`src/vmon_pkg.sv`:
```
package vmon_pkg;
    // ****************************************************
    // register offsets (byte addresses)
    // ****************************************************
    localparam logic [7:0] ctrl_off = 8'h00;
    localparam logic [7:0] status_off = 8'h04;
    localparam logic [7:0] mask_off = 8'h08;
    localparam logic [7:0] vout_off = 8'h0c;
    localparam logic [7:0] ov_warn_off = 8'h10;
    localparam logic [7:0] uv_fault_off = 8'h14;
    localparam logic [7:0] uv_warn_off = 8'h18;
    localparam logic [7:0] pg_on_off = 8'h1c;
    localparam logic [7:0] pg_off_off = 8'h20;
    localparam logic [7:0] ov_fault_off = 8'h24;
    localparam logic [7:0] vin_on_off = 8'h28;
    localparam logic [7:0] vin_off_off = 8'h2c;
    localparam logic [7:0] freq_off = 8'h30;
    localparam logic [7:0] pg_dly_off = 8'h34;
    localparam logic [7:0] cmd_off = 8'h38;
    localparam logic [7:0] vout_cmd_off = 8'h3c;
    // ****************************************************
    // control fields
    // ****************************************************
    localparam int ctrl_digital_bit = 0;
    localparam int ctrl_tracking_bit = 1;
    localparam int ctrl_ov_ignore_bit = 2;
    localparam int ctrl_no_divider_bit = 3;
    localparam int cmd_clear_bit = 0;
    // status bits
    localparam int st_ov_fault = 0;
    localparam int st_ov_warn = 1;
    localparam int st_uv_fault = 2;
    localparam int st_uv_warn = 3;
    localparam int st_vin_low = 4;
    localparam int st_width = 5;
    // ****************************************************
    // voltages in 1/256 V codes (16 bit); freq in kHz, pg delay in ms (4 bit)
    // ****************************************************
    localparam logic [15:0] pg_on_rst = 16'h0073;
    localparam logic [15:0] pg_off_rst = 16'h006b;
    localparam logic [15:0] ov_fault_rst = 16'h009b;
    localparam logic [15:0] pg_track_ofs = 16'h00a1;
    localparam logic [15:0] ov_track_ofs = 16'h00a8;
    localparam logic [15:0] ov_warn_rst = 16'h0090;
    localparam logic [15:0] uv_fault_rst = 16'h0066;
    localparam logic [15:0] uv_warn_rst = 16'h006c;
    localparam logic [15:0] vin_on_rst = 16'h0900;
    localparam logic [15:0] vin_off_rst = 16'h0800;
    localparam logic [15:0] vout_cmd_rst = 16'h0080;
    localparam logic [15:0] freq_rst = 16'h025f;
    localparam logic [3:0] pg_dly_rst = 4'h0;
    localparam logic [3:0] pg_dly_max = 4'ha;
    // ****************************************************
    // timing
    // ****************************************************
    localparam int clk_mhz = 250;
    localparam int ov_delay_ns = 200;
    localparam int ov_delay_cyc = (ov_delay_ns * clk_mhz) / 1000;
    localparam int ms_us = 1000;
    localparam int ms_cyc = ms_us * clk_mhz;
    localparam int sample_cyc = 64;
endpackage : vmon_pkg

```
`src/sample_if.sv`:
```
`timescale 1ns/1ps
interface sample_if;
    logic tick;
    logic [15:0] code;
    modport src (output tick, output code);
    modport dst (input tick, input code);
endinterface : sample_if

```
`src/vsense_sampler.sv`:
```
`timescale 1ns/1ps
module vsense_sampler (
    input wire logic pclk,
    input wire logic presetn,
    input wire logic [15:0] vsense_code,
    sample_if.src smp
);
    typedef struct packed {
        logic [15:0] div;
        logic tick;
        logic [15:0] code;
    } smp_s;
    smp_s st_ff;
    smp_s nxt_st;
    assign smp.tick = st_ff.tick;
    assign smp.code = st_ff.code;
    always_comb begin
        nxt_st = st_ff;
        nxt_st.tick = 1'b0;
        if (st_ff.div == 16'(vmon_pkg::sample_cyc - 1)) begin
            nxt_st.div = 16'h0000;
            nxt_st.tick = 1'b1;
            nxt_st.code = vsense_code;
        end else begin
            nxt_st.div = st_ff.div + 16'h0001;
        end
    end
    always_ff @(posedge pclk or negedge presetn) begin
        if (!presetn) begin
            st_ff <= '0;
        end else begin
            st_ff <= nxt_st;
        end
    end
endmodule : vsense_sampler

```
`src/vout_sense_power_good_output_ovp_monitor.sv`:
```
// Functional notes
// - report sense voltage in 1/256 V steps
// - digitized warn and undervoltage comparisons
// - power good only inside window
// - digital mode programmable power good thresholds
// - no divider: clamp power good thresholds 630mV
// - digital mode power good delay 0..10 ms steps
// - default ov 0.605 V, tracking 1.2x
// - digital ov limit, clamp 655 mV above
// - ov trip after about 200 ns
// - trip latches high side off, power_good_output low
// - low side on until below threshold
// - latch cleared by enable rising edge or, in digital mode only, by command
// - ignore response keeps converting, still flags
// - switching frequency default 607 kHz readable
// - input uvlo thresholds programmable
`timescale 1ns/1ps
module vout_sense_power_good_output_ovp_monitor (
    input wire logic pclk,
    input wire logic presetn,
    input wire logic psel,
    input wire logic penable,
    input wire logic pwrite,
    input wire logic [7:0] paddr,
    input wire logic [31:0] pwdata,
    output logic [31:0] prdata,
    output logic pready,
    output logic pslverr,
    input wire logic [15:0] vsense_code,
    input wire logic [15:0] tracking_reference_input,
    input wire logic [15:0] vin_code,
    input wire logic enable_in,
    input wire logic pwm_high_req,
    input wire logic pwm_low_req,
    output logic high_side_drive,
    output logic low_side_drive,
    output logic power_good_output,
    output logic power_good_oe,
    output logic vin_ok,
    output logic fault_alert_line,
    output logic fault_alert_oe,
    output logic irq
);
    localparam int st_w = vmon_pkg::st_width;

    // ****************************************************
    // state record
    // ****************************************************
    typedef struct packed {
        logic [3:0] ctrl;
        logic [st_w-1:0] status;
        logic [st_w-1:0] mask;
        logic [15:0] ov_warn;
        logic [15:0] uv_fault;
        logic [15:0] uv_warn;
        logic [15:0] pg_on;
        logic [15:0] pg_off;
        logic [15:0] ov_fault;
        logic [15:0] vin_on;
        logic [15:0] vin_off;
        logic [15:0] freq;
        logic [15:0] vout_cmd;
        logic [3:0] pg_dly;
        logic [15:0] vout;
        logic [1:0] en_sync;
        logic en_prev;
        logic [15:0] vs0;
        logic [15:0] vs1;
        logic [15:0] vp0;
        logic [15:0] vp1;
        logic [15:0] vi0;
        logic [15:0] vi1;
        logic [7:0] ov_cnt;
        logic ov_trip;
        logic hs_latch;
        logic ls_force;
        logic pg_in;
        logic [3:0] pg_ms;
        logic [17:0] ms_div;
        logic pg;
        logic vin_good;
        logic [31:0] rdata;
    } mon_s;

    mon_s st_ff;
    mon_s nxt_st;
    logic [15:0] pg_hi;
    logic [15:0] pg_lo;
    logic [15:0] ov_th;
    logic [16:0] vp_x12;
    logic [16:0] lim_sum;
    logic [st_w-1:0] ev;
    logic wr_acc;
    logic rd_acc;
    logic dig;
    logic no_div;

    // ****************************************************
    // voltage sampler
    // ****************************************************
    sample_if smp ();
    // fed from the synchronised code, never straight from the pin
    vsense_sampler u_sampler (
        .pclk(pclk),
        .presetn(presetn),
        .vsense_code(st_ff.vs1),
        .smp(smp)
    );

    // ****************************************************
    // pins and bus answer
    // ****************************************************
    // zero wait states: setup then one access cycle
    assign pready = 1'b1;
    assign pslverr = 1'b0;
    assign prdata = st_ff.rdata;
    assign high_side_drive = pwm_high_req && !st_ff.hs_latch;
    assign low_side_drive = st_ff.ls_force || (pwm_low_req && !st_ff.hs_latch);
    // open drain: drive low only
    assign power_good_output = 1'b0;
    assign power_good_oe = !st_ff.pg;
    assign fault_alert_line = 1'b0;
    assign fault_alert_oe = irq;
    assign vin_ok = st_ff.vin_good;
    assign irq = |(st_ff.status & st_ff.mask);
    assign wr_acc = psel && penable && pwrite;
    assign rd_acc = psel && !penable && !pwrite;
    assign dig = st_ff.ctrl[vmon_pkg::ctrl_digital_bit];
    assign no_div = st_ff.ctrl[vmon_pkg::ctrl_no_divider_bit];

    // ****************************************************
    // active thresholds
    // ****************************************************
    always_comb begin
        pg_hi = vmon_pkg::pg_on_rst;
        pg_lo = vmon_pkg::pg_off_rst;
        if (dig) begin
            pg_hi = st_ff.pg_on;
            pg_lo = st_ff.pg_off;
            if (no_div) begin
                lim_sum = {1'b0, st_ff.vout_cmd} + {1'b0, vmon_pkg::pg_track_ofs};
                if ({1'b0, pg_hi} > lim_sum) begin
                    pg_hi = lim_sum[15:0];
                end
                if ({1'b0, pg_lo} > lim_sum) begin
                    pg_lo = lim_sum[15:0];
                end
                if ({1'b0, pg_lo} + {1'b0, vmon_pkg::pg_track_ofs} < {1'b0, st_ff.vout_cmd}) begin
                    pg_lo = st_ff.vout_cmd - vmon_pkg::pg_track_ofs;
                end
                if ({1'b0, pg_hi} + {1'b0, vmon_pkg::pg_track_ofs} < {1'b0, st_ff.vout_cmd}) begin
                    pg_hi = st_ff.vout_cmd - vmon_pkg::pg_track_ofs;
                end
            end
        end
        // spare top bit so a high limit cannot wrap
        lim_sum = {1'b0, st_ff.vout_cmd} + {1'b0, vmon_pkg::ov_track_ofs};
        vp_x12 = {1'b0, st_ff.vp1} + 17'({1'b0, st_ff.vp1} / 17'd5);
        if (st_ff.ctrl[vmon_pkg::ctrl_tracking_bit]) begin
            ov_th = vp_x12[16] ? 16'hffff : vp_x12[15:0];
        end else if (dig) begin
            ov_th = st_ff.ov_fault;
            if (no_div && ({1'b0, ov_th} > lim_sum)) begin
                ov_th = lim_sum[15:0];
            end
        end else begin
            ov_th = vmon_pkg::ov_fault_rst;
        end
    end

    // ****************************************************
    // next state
    // ****************************************************
    always_comb begin
        nxt_st = st_ff;
        ev = '0;
        // pins cross in through two flops each
        nxt_st.en_sync = {st_ff.en_sync[0], enable_in};
        nxt_st.en_prev = st_ff.en_sync[1];
        nxt_st.vs0 = vsense_code;
        nxt_st.vs1 = st_ff.vs0;
        nxt_st.vp0 = tracking_reference_input;
        nxt_st.vp1 = st_ff.vp0;
        nxt_st.vi0 = vin_code;
        nxt_st.vi1 = st_ff.vi0;

        if (st_ff.vs1 > ov_th) begin
            if (st_ff.ov_cnt < 8'(vmon_pkg::ov_delay_cyc - 2)) begin
                nxt_st.ov_cnt = st_ff.ov_cnt + 8'h01;
            end else begin
                nxt_st.ov_trip = 1'b1;
            end
        end else begin
            nxt_st.ov_cnt = 8'h00;
            nxt_st.ov_trip = 1'b0;
        end
        if (nxt_st.ov_trip && !st_ff.ov_trip) begin
            ev[vmon_pkg::st_ov_fault] = 1'b1;
        end
        if (st_ff.ov_trip && !st_ff.ctrl[vmon_pkg::ctrl_ov_ignore_bit]) begin
            nxt_st.hs_latch = 1'b1;
            nxt_st.ls_force = 1'b1;
        end
        if (!st_ff.ov_trip) begin
            nxt_st.ls_force = 1'b0;
        end
        if (st_ff.en_sync[1] && !st_ff.en_prev) begin
            nxt_st.hs_latch = 1'b0;
        end

        if (st_ff.vs1 >= pg_hi && st_ff.vs1 <= ov_th) begin
            nxt_st.pg_in = 1'b1;
        end else if (st_ff.vs1 < pg_lo || st_ff.vs1 > ov_th) begin
            nxt_st.pg_in = 1'b0;
        end
        nxt_st.ms_div = (st_ff.ms_div == 18'(vmon_pkg::ms_cyc - 1)) ? 18'h00000 : st_ff.ms_div + 18'h00001;
        if (!st_ff.pg_in || st_ff.hs_latch) begin
            nxt_st.pg = 1'b0;
            nxt_st.pg_ms = 4'h0;
            nxt_st.ms_div = 18'h00000;
        end else if (!dig || st_ff.pg_ms >= st_ff.pg_dly) begin
            nxt_st.pg = 1'b1;
        end else if (st_ff.ms_div == 18'(vmon_pkg::ms_cyc - 1)) begin
            nxt_st.pg_ms = st_ff.pg_ms + 4'h1;
        end
        if (st_ff.ov_trip && !st_ff.ctrl[vmon_pkg::ctrl_ov_ignore_bit]) begin
            nxt_st.pg = 1'b0;
        end

        if (smp.tick) begin
            nxt_st.vout = smp.code;
            ev[vmon_pkg::st_ov_warn] = smp.code > st_ff.ov_warn;
            ev[vmon_pkg::st_uv_fault] = smp.code < st_ff.uv_fault;
            ev[vmon_pkg::st_uv_warn] = smp.code < st_ff.uv_warn;
        end
        if (st_ff.vi1 >= st_ff.vin_on) begin
            nxt_st.vin_good = 1'b1;
        end else if (st_ff.vi1 < st_ff.vin_off) begin
            nxt_st.vin_good = 1'b0;
        end
        ev[vmon_pkg::st_vin_low] = st_ff.vin_good && !nxt_st.vin_good;

        // ****************************************************
        // register writes
        // ****************************************************
        if (wr_acc) begin
            unique case (paddr)
                vmon_pkg::ctrl_off: nxt_st.ctrl = pwdata[3:0];
                vmon_pkg::status_off: nxt_st.status = st_ff.status & ~pwdata[st_w-1:0];
                vmon_pkg::mask_off: nxt_st.mask = pwdata[st_w-1:0];
                vmon_pkg::ov_warn_off: nxt_st.ov_warn = pwdata[15:0];
                vmon_pkg::uv_fault_off: nxt_st.uv_fault = pwdata[15:0];
                vmon_pkg::uv_warn_off: nxt_st.uv_warn = pwdata[15:0];
                vmon_pkg::pg_on_off: nxt_st.pg_on = pwdata[15:0];
                vmon_pkg::pg_off_off: nxt_st.pg_off = pwdata[15:0];
                vmon_pkg::ov_fault_off: nxt_st.ov_fault = pwdata[15:0];
                vmon_pkg::vin_on_off: nxt_st.vin_on = pwdata[15:0];
                vmon_pkg::vin_off_off: nxt_st.vin_off = pwdata[15:0];
                vmon_pkg::freq_off: nxt_st.freq = pwdata[15:0];
                vmon_pkg::pg_dly_off: begin
                    nxt_st.pg_dly = (pwdata[3:0] > vmon_pkg::pg_dly_max) ? vmon_pkg::pg_dly_max : pwdata[3:0];
                end
                vmon_pkg::vout_cmd_off: nxt_st.vout_cmd = pwdata[15:0];
                vmon_pkg::cmd_off: begin
                    if (dig && pwdata[vmon_pkg::cmd_clear_bit]) begin
                        nxt_st.hs_latch = 1'b0;
                    end
                end
                default: ;
            endcase
        end
        // ****************************************************
        // status and alert
        // ****************************************************
        // set wins over clear
        nxt_st.status = nxt_st.status | ev;

        // ****************************************************
        // read data
        // ****************************************************
        // read data captured in setup, valid in access phase
        if (rd_acc) begin
            unique case (paddr)
                vmon_pkg::ctrl_off: nxt_st.rdata = {28'h0000000, st_ff.ctrl};
                vmon_pkg::status_off: nxt_st.rdata = {27'h0000000, st_ff.status};
                vmon_pkg::mask_off: nxt_st.rdata = {27'h0000000, st_ff.mask};
                vmon_pkg::vout_off: nxt_st.rdata = {16'h0000, st_ff.vout};
                vmon_pkg::ov_warn_off: nxt_st.rdata = {16'h0000, st_ff.ov_warn};
                vmon_pkg::uv_fault_off: nxt_st.rdata = {16'h0000, st_ff.uv_fault};
                vmon_pkg::uv_warn_off: nxt_st.rdata = {16'h0000, st_ff.uv_warn};
                vmon_pkg::pg_on_off: nxt_st.rdata = {16'h0000, st_ff.pg_on};
                vmon_pkg::pg_off_off: nxt_st.rdata = {16'h0000, st_ff.pg_off};
                vmon_pkg::ov_fault_off: nxt_st.rdata = {16'h0000, st_ff.ov_fault};
                vmon_pkg::vin_on_off: nxt_st.rdata = {16'h0000, st_ff.vin_on};
                vmon_pkg::vin_off_off: nxt_st.rdata = {16'h0000, st_ff.vin_off};
                vmon_pkg::freq_off: nxt_st.rdata = {16'h0000, st_ff.freq};
                vmon_pkg::pg_dly_off: nxt_st.rdata = {28'h0000000, st_ff.pg_dly};
                vmon_pkg::vout_cmd_off: nxt_st.rdata = {16'h0000, st_ff.vout_cmd};
                vmon_pkg::cmd_off: nxt_st.rdata = {30'h00000000, st_ff.ls_force, st_ff.hs_latch};
                default: nxt_st.rdata = 32'h00000000;
            endcase
        end
    end

    // ****************************************************
    // state registers
    // ****************************************************
    always_ff @(posedge pclk or negedge presetn) begin
        if (!presetn) begin
            st_ff <= '0;
            st_ff.ov_warn <= vmon_pkg::ov_warn_rst;
            st_ff.uv_fault <= vmon_pkg::uv_fault_rst;
            st_ff.uv_warn <= vmon_pkg::uv_warn_rst;
            st_ff.pg_on <= vmon_pkg::pg_on_rst;
            st_ff.pg_off <= vmon_pkg::pg_off_rst;
            st_ff.ov_fault <= vmon_pkg::ov_fault_rst;
            st_ff.vin_on <= vmon_pkg::vin_on_rst;
            st_ff.vin_off <= vmon_pkg::vin_off_rst;
            st_ff.freq <= vmon_pkg::freq_rst;
            st_ff.vout_cmd <= vmon_pkg::vout_cmd_rst;
            st_ff.pg_dly <= vmon_pkg::pg_dly_rst;
        end else begin
            st_ff <= nxt_st;
        end
    end
endmodule : vout_sense_power_good_output_ovp_monitor

```
`config.mk`:
```
export PLATFORM = sky130hd
export DESIGN_NAME = vout_sense_power_good_output_ovp_monitor
export DESIGN_NICKNAME = d
export VERILOG_FILES = /design/src/vmon_pkg.sv /design/src/sample_if.sv /design/src/vsense_sampler.sv /design/src/vout_sense_power_good_output_ovp_monitor.sv
export SDC_FILE = /design/constraint.sdc
export NUM_CORES = 1
export LEC_CHECK = 0
export ABC_AREA = 1
export BUFFER_PORTS_ARGS = -buffer_cell sky130_fd_sc_hd__buf_4
export CAP_MARGIN = 20
export CORE_MARGIN = 4
export CORE_UTILIZATION = 35
export CTS_BUF_LIST = sky130_fd_sc_hd__clkbuf_2 sky130_fd_sc_hd__clkbuf_4 sky130_fd_sc_hd__clkbuf_8
export CTS_CLUSTER_SIZE = 30
export DETAILED_ROUTE_END_ITERATION = 7
export GPL_ROUTABILITY_DRIVEN = 0
export HOLD_SLACK_MARGIN = 0.06
export PLACE_DENSITY_LB_ADDON = 0.08
export SETUP_SLACK_MARGIN = 0.15
export SLEW_MARGIN = 40
export SYNTH_ARGS = -nofsm -noshare
export SYNTH_HDL_FRONTEND = slang
export SYNTH_SLANG_ARGS = --single-unit
```
`constraint.sdc`:
```
create_clock -name pclk -period 12.5 [get_ports pclk]
set_clock_uncertainty 0.1 [all_clocks]
set_input_delay 1.875 -clock pclk [delete_from_list [all_inputs] [get_ports pclk]]
set_output_delay 1.875 -clock pclk [all_outputs]
set_load 0.01 [all_outputs]
```
# Yosys cells after proc, flatten, opt, wreduce, memory -nomap -nowiden

Cells that the tools add are included.

Flip-flop bits (word level): 394
Bits in latches: 0
Bits in writable memories: 0
Memory bits (read-only): 0
Input bits: 96
Output and inout port bits: 42
Word-level logic and storage cells: 191
Memories: 0

Add/subtract/negate cells: 10
$mul: 0
Divide/modulo/power cells: 1
Magnitude comparators: 17
Equality and inequality tests: 20
Shifts and indexed selects: 0
Mux-type cells: 57
Bitwise gates (word level): 4
Reductions and logical operators: 46

Operators with widths:

| kind                                               | number |
|---|---|
| two-way mux 16 bit                                 | 27 |
| one-hot mux 16 bit (16 select lines)               | 1 |
| two-way mux 174 bit                                | 1 |
| adder 16 x 8 -> 17 bit, second input constant      | 4 |
| == test 8 x 6 -> 1 bit, second input constant      | 8 |
| less-than comparator 16 bit                        | 4 |
| > comparator 16 x 17 -> 1 bit                      | 3 |
| two-way mux 18 bit                                 | 2 |
| less-than comparator 17 x 16 -> 1 bit              | 2 |
| == test 8 x 5 -> 1 bit, second input constant      | 4 |
| greater-or-equal comparator 16 bit                 | 2 |
| > comparator 16 bit                                | 2 |
| AND reduction 2 bit                                | 14 |
| two-way mux 4 bit                                  | 5 |
| adder 18 x 1 -> 18 bit, second input constant      | 1 |
| == test 18 bit, second input constant              | 1 |
| adder 16 x 17 -> 17 bit                            | 1 |
| divider 16 x 3 -> 17 bit, second input constant    | 1 |
| two-way mux 17 bit                                 | 1 |
| adder 16 x 1 -> 16 bit, second input constant      | 1 |
| == test 16 x 6 -> 1 bit, second input constant     | 1 |
| == test 8 x 4 -> 1 bit, second input constant      | 2 |
| <= comparator 16 bit                               | 1 |
| subtractor 16 x 8 -> 16 bit, second input constant | 1 |
| other kinds (24)                                   | 65 |

# Logic depth before layout (Yosys ltp)

Gate-level depths: netlist (run 1).

Depth after elaboration: 14
Depth in mapped cells: 101
Depth with buffers taken out: 101

# Hierarchy

A second synthesis (run 1) with hierarchy kept.

Cells, all modules: 2979
Area total of the unflattened synthesis: 24110.6 sq um

By module, submodules not included:

| module                                   | times used | cells each | area each (sq um) | seq. area each (sq um) |
|---|---|---|---|---|
| vout_sense_power_good_output_ovp_monitor | 1          | 2776       | 22425.3           | 8678.3 |
| vsense_sampler                           | 1          | 203        | 1685.4            | 825.8 |

# Least setup slack after synthesis (run 1)

No wires, ideal clock.

Path kind: register to register
From: register st_ff[114] in the netlist's numbering
To: register st_ff[352] in the netlist's numbering
Setup time: 0.126 ns
Data arrival time: 9.089 ns
Required time: 12.274 ns
Slack: 3.185 ns
Stages on the path, launching flop included: 85
Buffers on the path: 0
Clock period less this slack: 9.315 ns
Cell sequence: dfrtp_1 inv_2 nand2_1 o21ai_1 inv_2 nand2_2 nand2_2 nand3_2 mux2i_1 nand3_1 nand3_2 nand2_4 nand2_4 nand2_2 nand2_2 inv_2 nand2_4 nand2_4 (+49 left out) a21oi_1 inv_1 a21oi_1 nor2_1 nor2_1 inv_1 o21ai_0 ha_1 a21oi_1 nor2_1 a211oi_1 o221ai_1 nand2_1 o2111ai_1 nand2_1 a21oi_1 nand2_1 o21ai_0

RTL lines:

| element                  | RTL line                                        | text |
|---|---|---|
| start: declaration       | vout_sense_power_good_output_ovp_monitor.sv:85  | `mon_s st_ff;` |
| start signal: assignment | vout_sense_power_good_output_ovp_monitor.sv:323 | `st_ff <= nxt_st;` |

==> impl_metrics.ini, run 1 <==
[status]
outcome = finished clean

[synth]
yosysTopAreaCellShare = 0.3571
yosysWarnings = 0
syn_inst = 2971
synth_simple_gate_area_frac = 0.1979
synth_xor_area_frac = 0.02668
ys_dominant_reg_cell = dfrtp_1
synth_adder_area_share = 0.1220
synth_edf_count = 0
synth_area_leaders = dfrtp_1, ha_1, nand2_1
yosys.area.top_type = dfrtp_1
synth_mux_area_frac = 0.0008875
synth_compound_area_frac = 0.1676
synth.yosys.seq_area_share = 0.3966
async_reset_ff_frac = 1.000
ys_ff_latch = 378
synthesis.area_um2 = 23970
ys_types = 55
avgSynthCellArea_um2 = 8.066
synth_top_family_by_area = simple AND/OR/NAND/NOR gates

[critical_path]
cp_slowest_cell = mux2i_1
crit_arrival_ps = 11400
end_kind = flip-flop
critPathMaxFanout = 10
cp_common_cell = nand2_1
worstPathRequired_ps = 12990
setup.worst_path.start_class = flip-flop
critPathMaxStageDelay_ps = 440
worstSetupPathType = reg2reg

[clock_tree]
cts_num_sinks = 378
cts_tree = built
cts_htree_levels = 3
clkTransAtPathRegs_ps = 60
root_buffer = clkbuf_8
cts_setup_buffers = 0
clock_path_buffers = 3
cts_buffers = 74
clkLatencyLatePin_ps = 670

[sta]
maxSlewViolCount = 0
finalSetupViolations = 0
tightest_slew_ps = 914.5
layout_worst_path_cycle_share = 0.8721
finalHoldViolations = 0
setup_slack_ps = 1599
setup_tns_ps = 0
min_period_ps = 10900
relSlewSlack = 0.3839
fmax_ghz = 0.09173
holdWs_ps = 240.5
rsz0062_at_grt = false

[floorplan]
die_h_um = 269.7
dieArea_um2 = 72720
core_area_um2 = 67510
die_w_um = 269.7
initial_core_util = 0.3550
io_pins = 138
rows = 95

[placed_design]
place_ws_ps = 1482
place_area_um2 = 25580
dpl.cell_count = 3868
numPortBuffers = 101
dpl.hpwl_um = 63690

[run]
drv_cap = 0

[final_layout]
multi_input_area_um2 = 12480
final_util = 0.4039
layout.cells.non_filler = 4003
final_net_count = 3401
num-fill-cells = 6893
synthToLayoutAreaGrowth_pct = 13.80
fin_area_um2 = 27270
drive_gt1_frac = 0.1294
ff_latch_area_um2 = 9504

[grt]
grt_first_pass_wirelength_um = 128500
grt_start_max_net_pins = 143
grt_pass1_vias = 21040
grt_antenna_before_repair = 5
overflow = 0
grt_usage = 0.2285

[hold_path]
hold_path.class = reg2reg

[detailed_routing]
vias = 21340
drc = 0
drtIter0Drc = 1814
viasPerCell = 5.330
ant_nets = 0
dr.pass1.iters = 5
finalWirelength_um = 84390
detail_route.wl_per_cell_um = 21.08

[power]
power_density_nw_per_um2 = 133.8
max-vdd-ir-drop_mv = 0.09848
p_leak_nw = 12.64
power_mw = 3.649
[layer usage]
layer  share of wire  GRT usage  vias to the layer above
met5               0          0                        -
li1                -          -                    10180
met2            0.45     0.3656                      665
met1            0.45     0.3127                    10360
met3           0.068    0.04587                      134
met4           0.029    0.07136                        0
[worst max-delay path: cells and delay by family (launching register included)]
family,cells,cell delay [ps]
simple gates,51,5250
compound gates,13,2280
fa+ha+maj,5,1440
buf+inv,10,900
mux,1,440
flops,1,420
[path summary, 6_finish.rpt]
path	endpoint	from	slack, ps	cells past startpoint
min in group asynchronous	st_ff[355]	presetn	880	1
setup reg to reg	st_ff[352]	st_ff[113]	1600	80
hold / removal	st_ff[70]	nxt_st[70]	240	0
max in group asynchronous	nxt_st[100]	presetn	9710	4
setup / recovery	st_ff[352]	st_ff[113]	1600	80
hold reg to reg	st_ff[70]	nxt_st[70]	240	0
[kinds of logic after synthesis]
group,count (synthesis)
AND/OR/NAND/NOR,1078
AO/OA/AOI/OAI,680
buffers and inverters,525
flip-flops,378
adder cells (fa/ha/maj),233
XOR/XNOR,73
other,2
multiplexers,2
[synth_stat cells, types with 3 or more instances]
cell / count
a2111oi_0: 8
a211oi_1: 13
a21boi_0: 5
a21o_1: 11
a21oi_1: 140
a221oi_1: 35
a31oi_1: 5
a32o_1: 5
buf_4: 37
clkbuf_1: 81
clkinv_1: 12
dfrtp_1: 342
dfstp_2: 36
ha_1: 232
inv_1: 372
inv_2: 21
nand2_1: 624
nand2_2: 30
nand2_4: 17
nand3_1: 123
nand3_2: 11
nand4_1: 45
nor2_1: 150
nor3_1: 44
nor4_1: 17
o2111ai_1: 4
o211ai_1: 64
o21a_1: 11
o21ai_0: 303
o21ai_1: 6
o21bai_1: 11
o221ai_1: 3
o22ai_1: 43
o31ai_1: 5
or2_2: 9
xnor2_1: 5
xor2_1: 68
[area by class of cell]
class | count | share of cell area
timing repair buffer | 127 | 0.03776
antenna | 1 | 0.00009176
multi-input combinational | 2086 | 0.4577
clock buffer | 119 | 0.05386
sequential | 378 | 0.3485
tap | 873 | 0.04005
clock inverter | 14 | 0.006331
inverter | 405 | 0.05574
[registers in the layout, indices dropped and copies added, names as in the netlist]
register            cells
st_ff                 276
nxt_st                 50
prdata                 16
u_sampler.smp.code     16
u_sampler.st_ff        16
dig                     1
no_div                  1
u_sampler.smp.tick      1
vin_ok                  1
[power by group]
group          internal, mW  switching, mW
Combinational         0.351          0.637
Clock                 0.794          0.577
Sequential             1.26         0.0326
[cells in the final DEF, fill, tap and decap left out, types with 45 or more instances in the layout]
| cell type | instances |
|---|---|
| nand2_1 | 612 |
| inv_1 | 372 |
| dfrtp_1 | 342 |
| o21ai_0 | 303 |
| ha_1 | 232 |
| nor2_1 | 149 |
| a21oi_1 | 140 |
| nand3_1 | 122 |
| buf_4 | 121 |
| clkbuf_8 | 92 |
| xor2_1 | 68 |
| o211ai_1 | 64 |
| nand4_1 | 45 |
[what timing repair did]
action,in CTS,in global routing
hold buffers,0,0
setup endpoints to repair,0,1
resized for setup,0,1
(Power assumes the default switching activity.)
==> inputs of run 2 (changes only) <==
Clock period 12.5 ns to 12.3 ns, I/O delays scaled along.
==> run 2 against run 1 <==
Against the previous run: global-route usage is 0.12 points lower; total power increased by 1.4%; critical path depth grew 2; utilization about the same; sequential power is essentially flat; combinational power is essentially flat; die area stayed put; critical endpoint unchanged; largest power group unchanged.
==> impl_metrics.ini, run 2 (same netlist as run 1, synthesis figures left out) <==
[status]
outcome = finished clean

[final_layout]
synthToLayoutAreaGrowth_pct = 13.81
final_common_cell = nand2_1
drive_gt1_frac = 0.1294
final_net_count = 3402
num-fill-cells = 6956
regMostFlops = st_ff
largest_reg_flops = 276
final_util = 0.4040
layout_common_cells = nand2_1, inv_1, dfrtp_1

[critical_path]
worstPathRequired_ps = 12790
setup.worst_path.start_class = flip-flop
critPathMaxStageDelay_ps = 440
critical_path_buf_inv_count = 9
end_kind = flip-flop
worstSetupPathType = reg2reg
cp_common_cell = nand2_4
critPathTopFamily = simple AND/OR/NAND/NOR gates
cp_slowest_cell = dfrtp_1
crit_arrival_ps = 11350
critPathMaxFanout = 10
r2r_slack_ps = 1440

[clock_tree]
cts_hold_buf = 0
cts_num_sinks = 378
cts_tree = built
clkTransAtPathRegs_ps = 60
clkLatencyLatePin_ps = 670
cts_setup_buffers = 0
root_buffer = clkbuf_8
cts_htree_levels = 3
ctsResizeCount = 0
cts_buffers = 74
clock_path_buffers = 3

[placed_design]
place_ws_ps = 1267
dpl.hpwl_um = 63610
numPortBuffers = 101

[power]
intPower_mw = 2.450
pwr-share-seq = 0.355
max-vdd-ir-drop_mv = 0.1133
p_switching_mw = 1.248
swShare = 0.3374
p_leak_nw = 12.63
power_mw = 3.698
power.share.clock = 0.374
power_density_nw_per_um2 = 135.6
comb_power_share = 0.271

[sta]
setup_tns_ps = 0
layout_worst_path_cycle_share = 0.8833
rsz0062_at_grt = false
fmax_ghz = 0.09204
maxSlewViolCount = 0
tightest_slew_ps = 975.8
setup_slack_ps = 1436
min_period_ps = 10860
finalSetupViolations = 0
holdWs_ps = 242.6
relSlewSlack = 0.3471
finalHoldViolations = 0

[grt]
grt_antenna_before_repair = 7
overflow = 0
grt_usage = 0.2273
grt_pass1_vias = 20680
grt_start_max_net_pins = 144
grt_first_pass_wirelength_um = 126700

[detailed_routing]
drc = 0
drtIter0Drc = 1642
finalWirelength_um = 84370
viasPerCell = 5.284
dr.pass1.iters = 7
ant_nets = 0
detail_route.wl_per_cell_um = 21.07
vias = 21160

[hold_path]
hold_path.class = reg2reg

[run]
drv_cap = 0

[floorplan]
rows = 95
die_h_um = 269.7
initial_core_util = 0.3550
die_w_um = 269.7
io_pins = 138
core_area_um2 = 67510
dieArea_um2 = 72720
## run 2: power by group through the flow
| stage | logic [mW] | clock network, mW | registers, mW |
|---|---|---|---|
| after floorplan | 0.767 | 0 | 1.32 |
| after global placement | 0.975 | 0 | 1.33 |
| after detailed placement | 1.00 | 0 | 1.33 |
| after CTS | 1.01 | 1.44 | 1.31 |
| after global routing | 1.14 | 1.49 | 1.31 |
| final | 1.00 | 1.38 | 1.31 |
## run 2: path summary, 6_finish.rpt
kind,from,endpoint,depth (start not counted)
worst max-delay path,st_ff[114],st_ff[352],82
worst min-delay path,nxt_st[100],st_ff[100],0
worst max register to register,st_ff[114],st_ff[352],82
worst min register to register,nxt_st[100],st_ff[100],0
max in group asynchronous,presetn,nxt_st[134],4
min in group asynchronous,presetn,st_ff[355],1
## run 2: stage by stage
stage               cell area (µm²)  instances
floorplan                     24030       2989
global placement              25520       3867
detailed placement            25570       3868
CTS                           27200       4001
global route                  27270       4004
finish                        27270       4005
## run 2: cell type report
cell class | instances | area, µm² | share of cell area
antenna | 2 | 5.005 | 0.0001835
clock buffer | 121 | 1503 | 0.05509
clock inverter | 12 | 135.1 | 0.004954
inverter | 405 | 1520 | 0.05574
multi-input combinational | 2086 | 12460 | 0.4569
sequential | 378 | 9504 | 0.3485
tap | 873 | 1092 | 0.04005
timing repair buffer | 128 | 1054 | 0.03863
## run 2: routing by layer
metal,vias to the layer above,part of all wire,GRT usage
met3,163,0.065,0.04454
met5,-,0.00021,0
met4,2,0.036,0.08145
met2,673,0.45,0.3626
met1,10150,0.45,0.3084
li1,10180,-,-
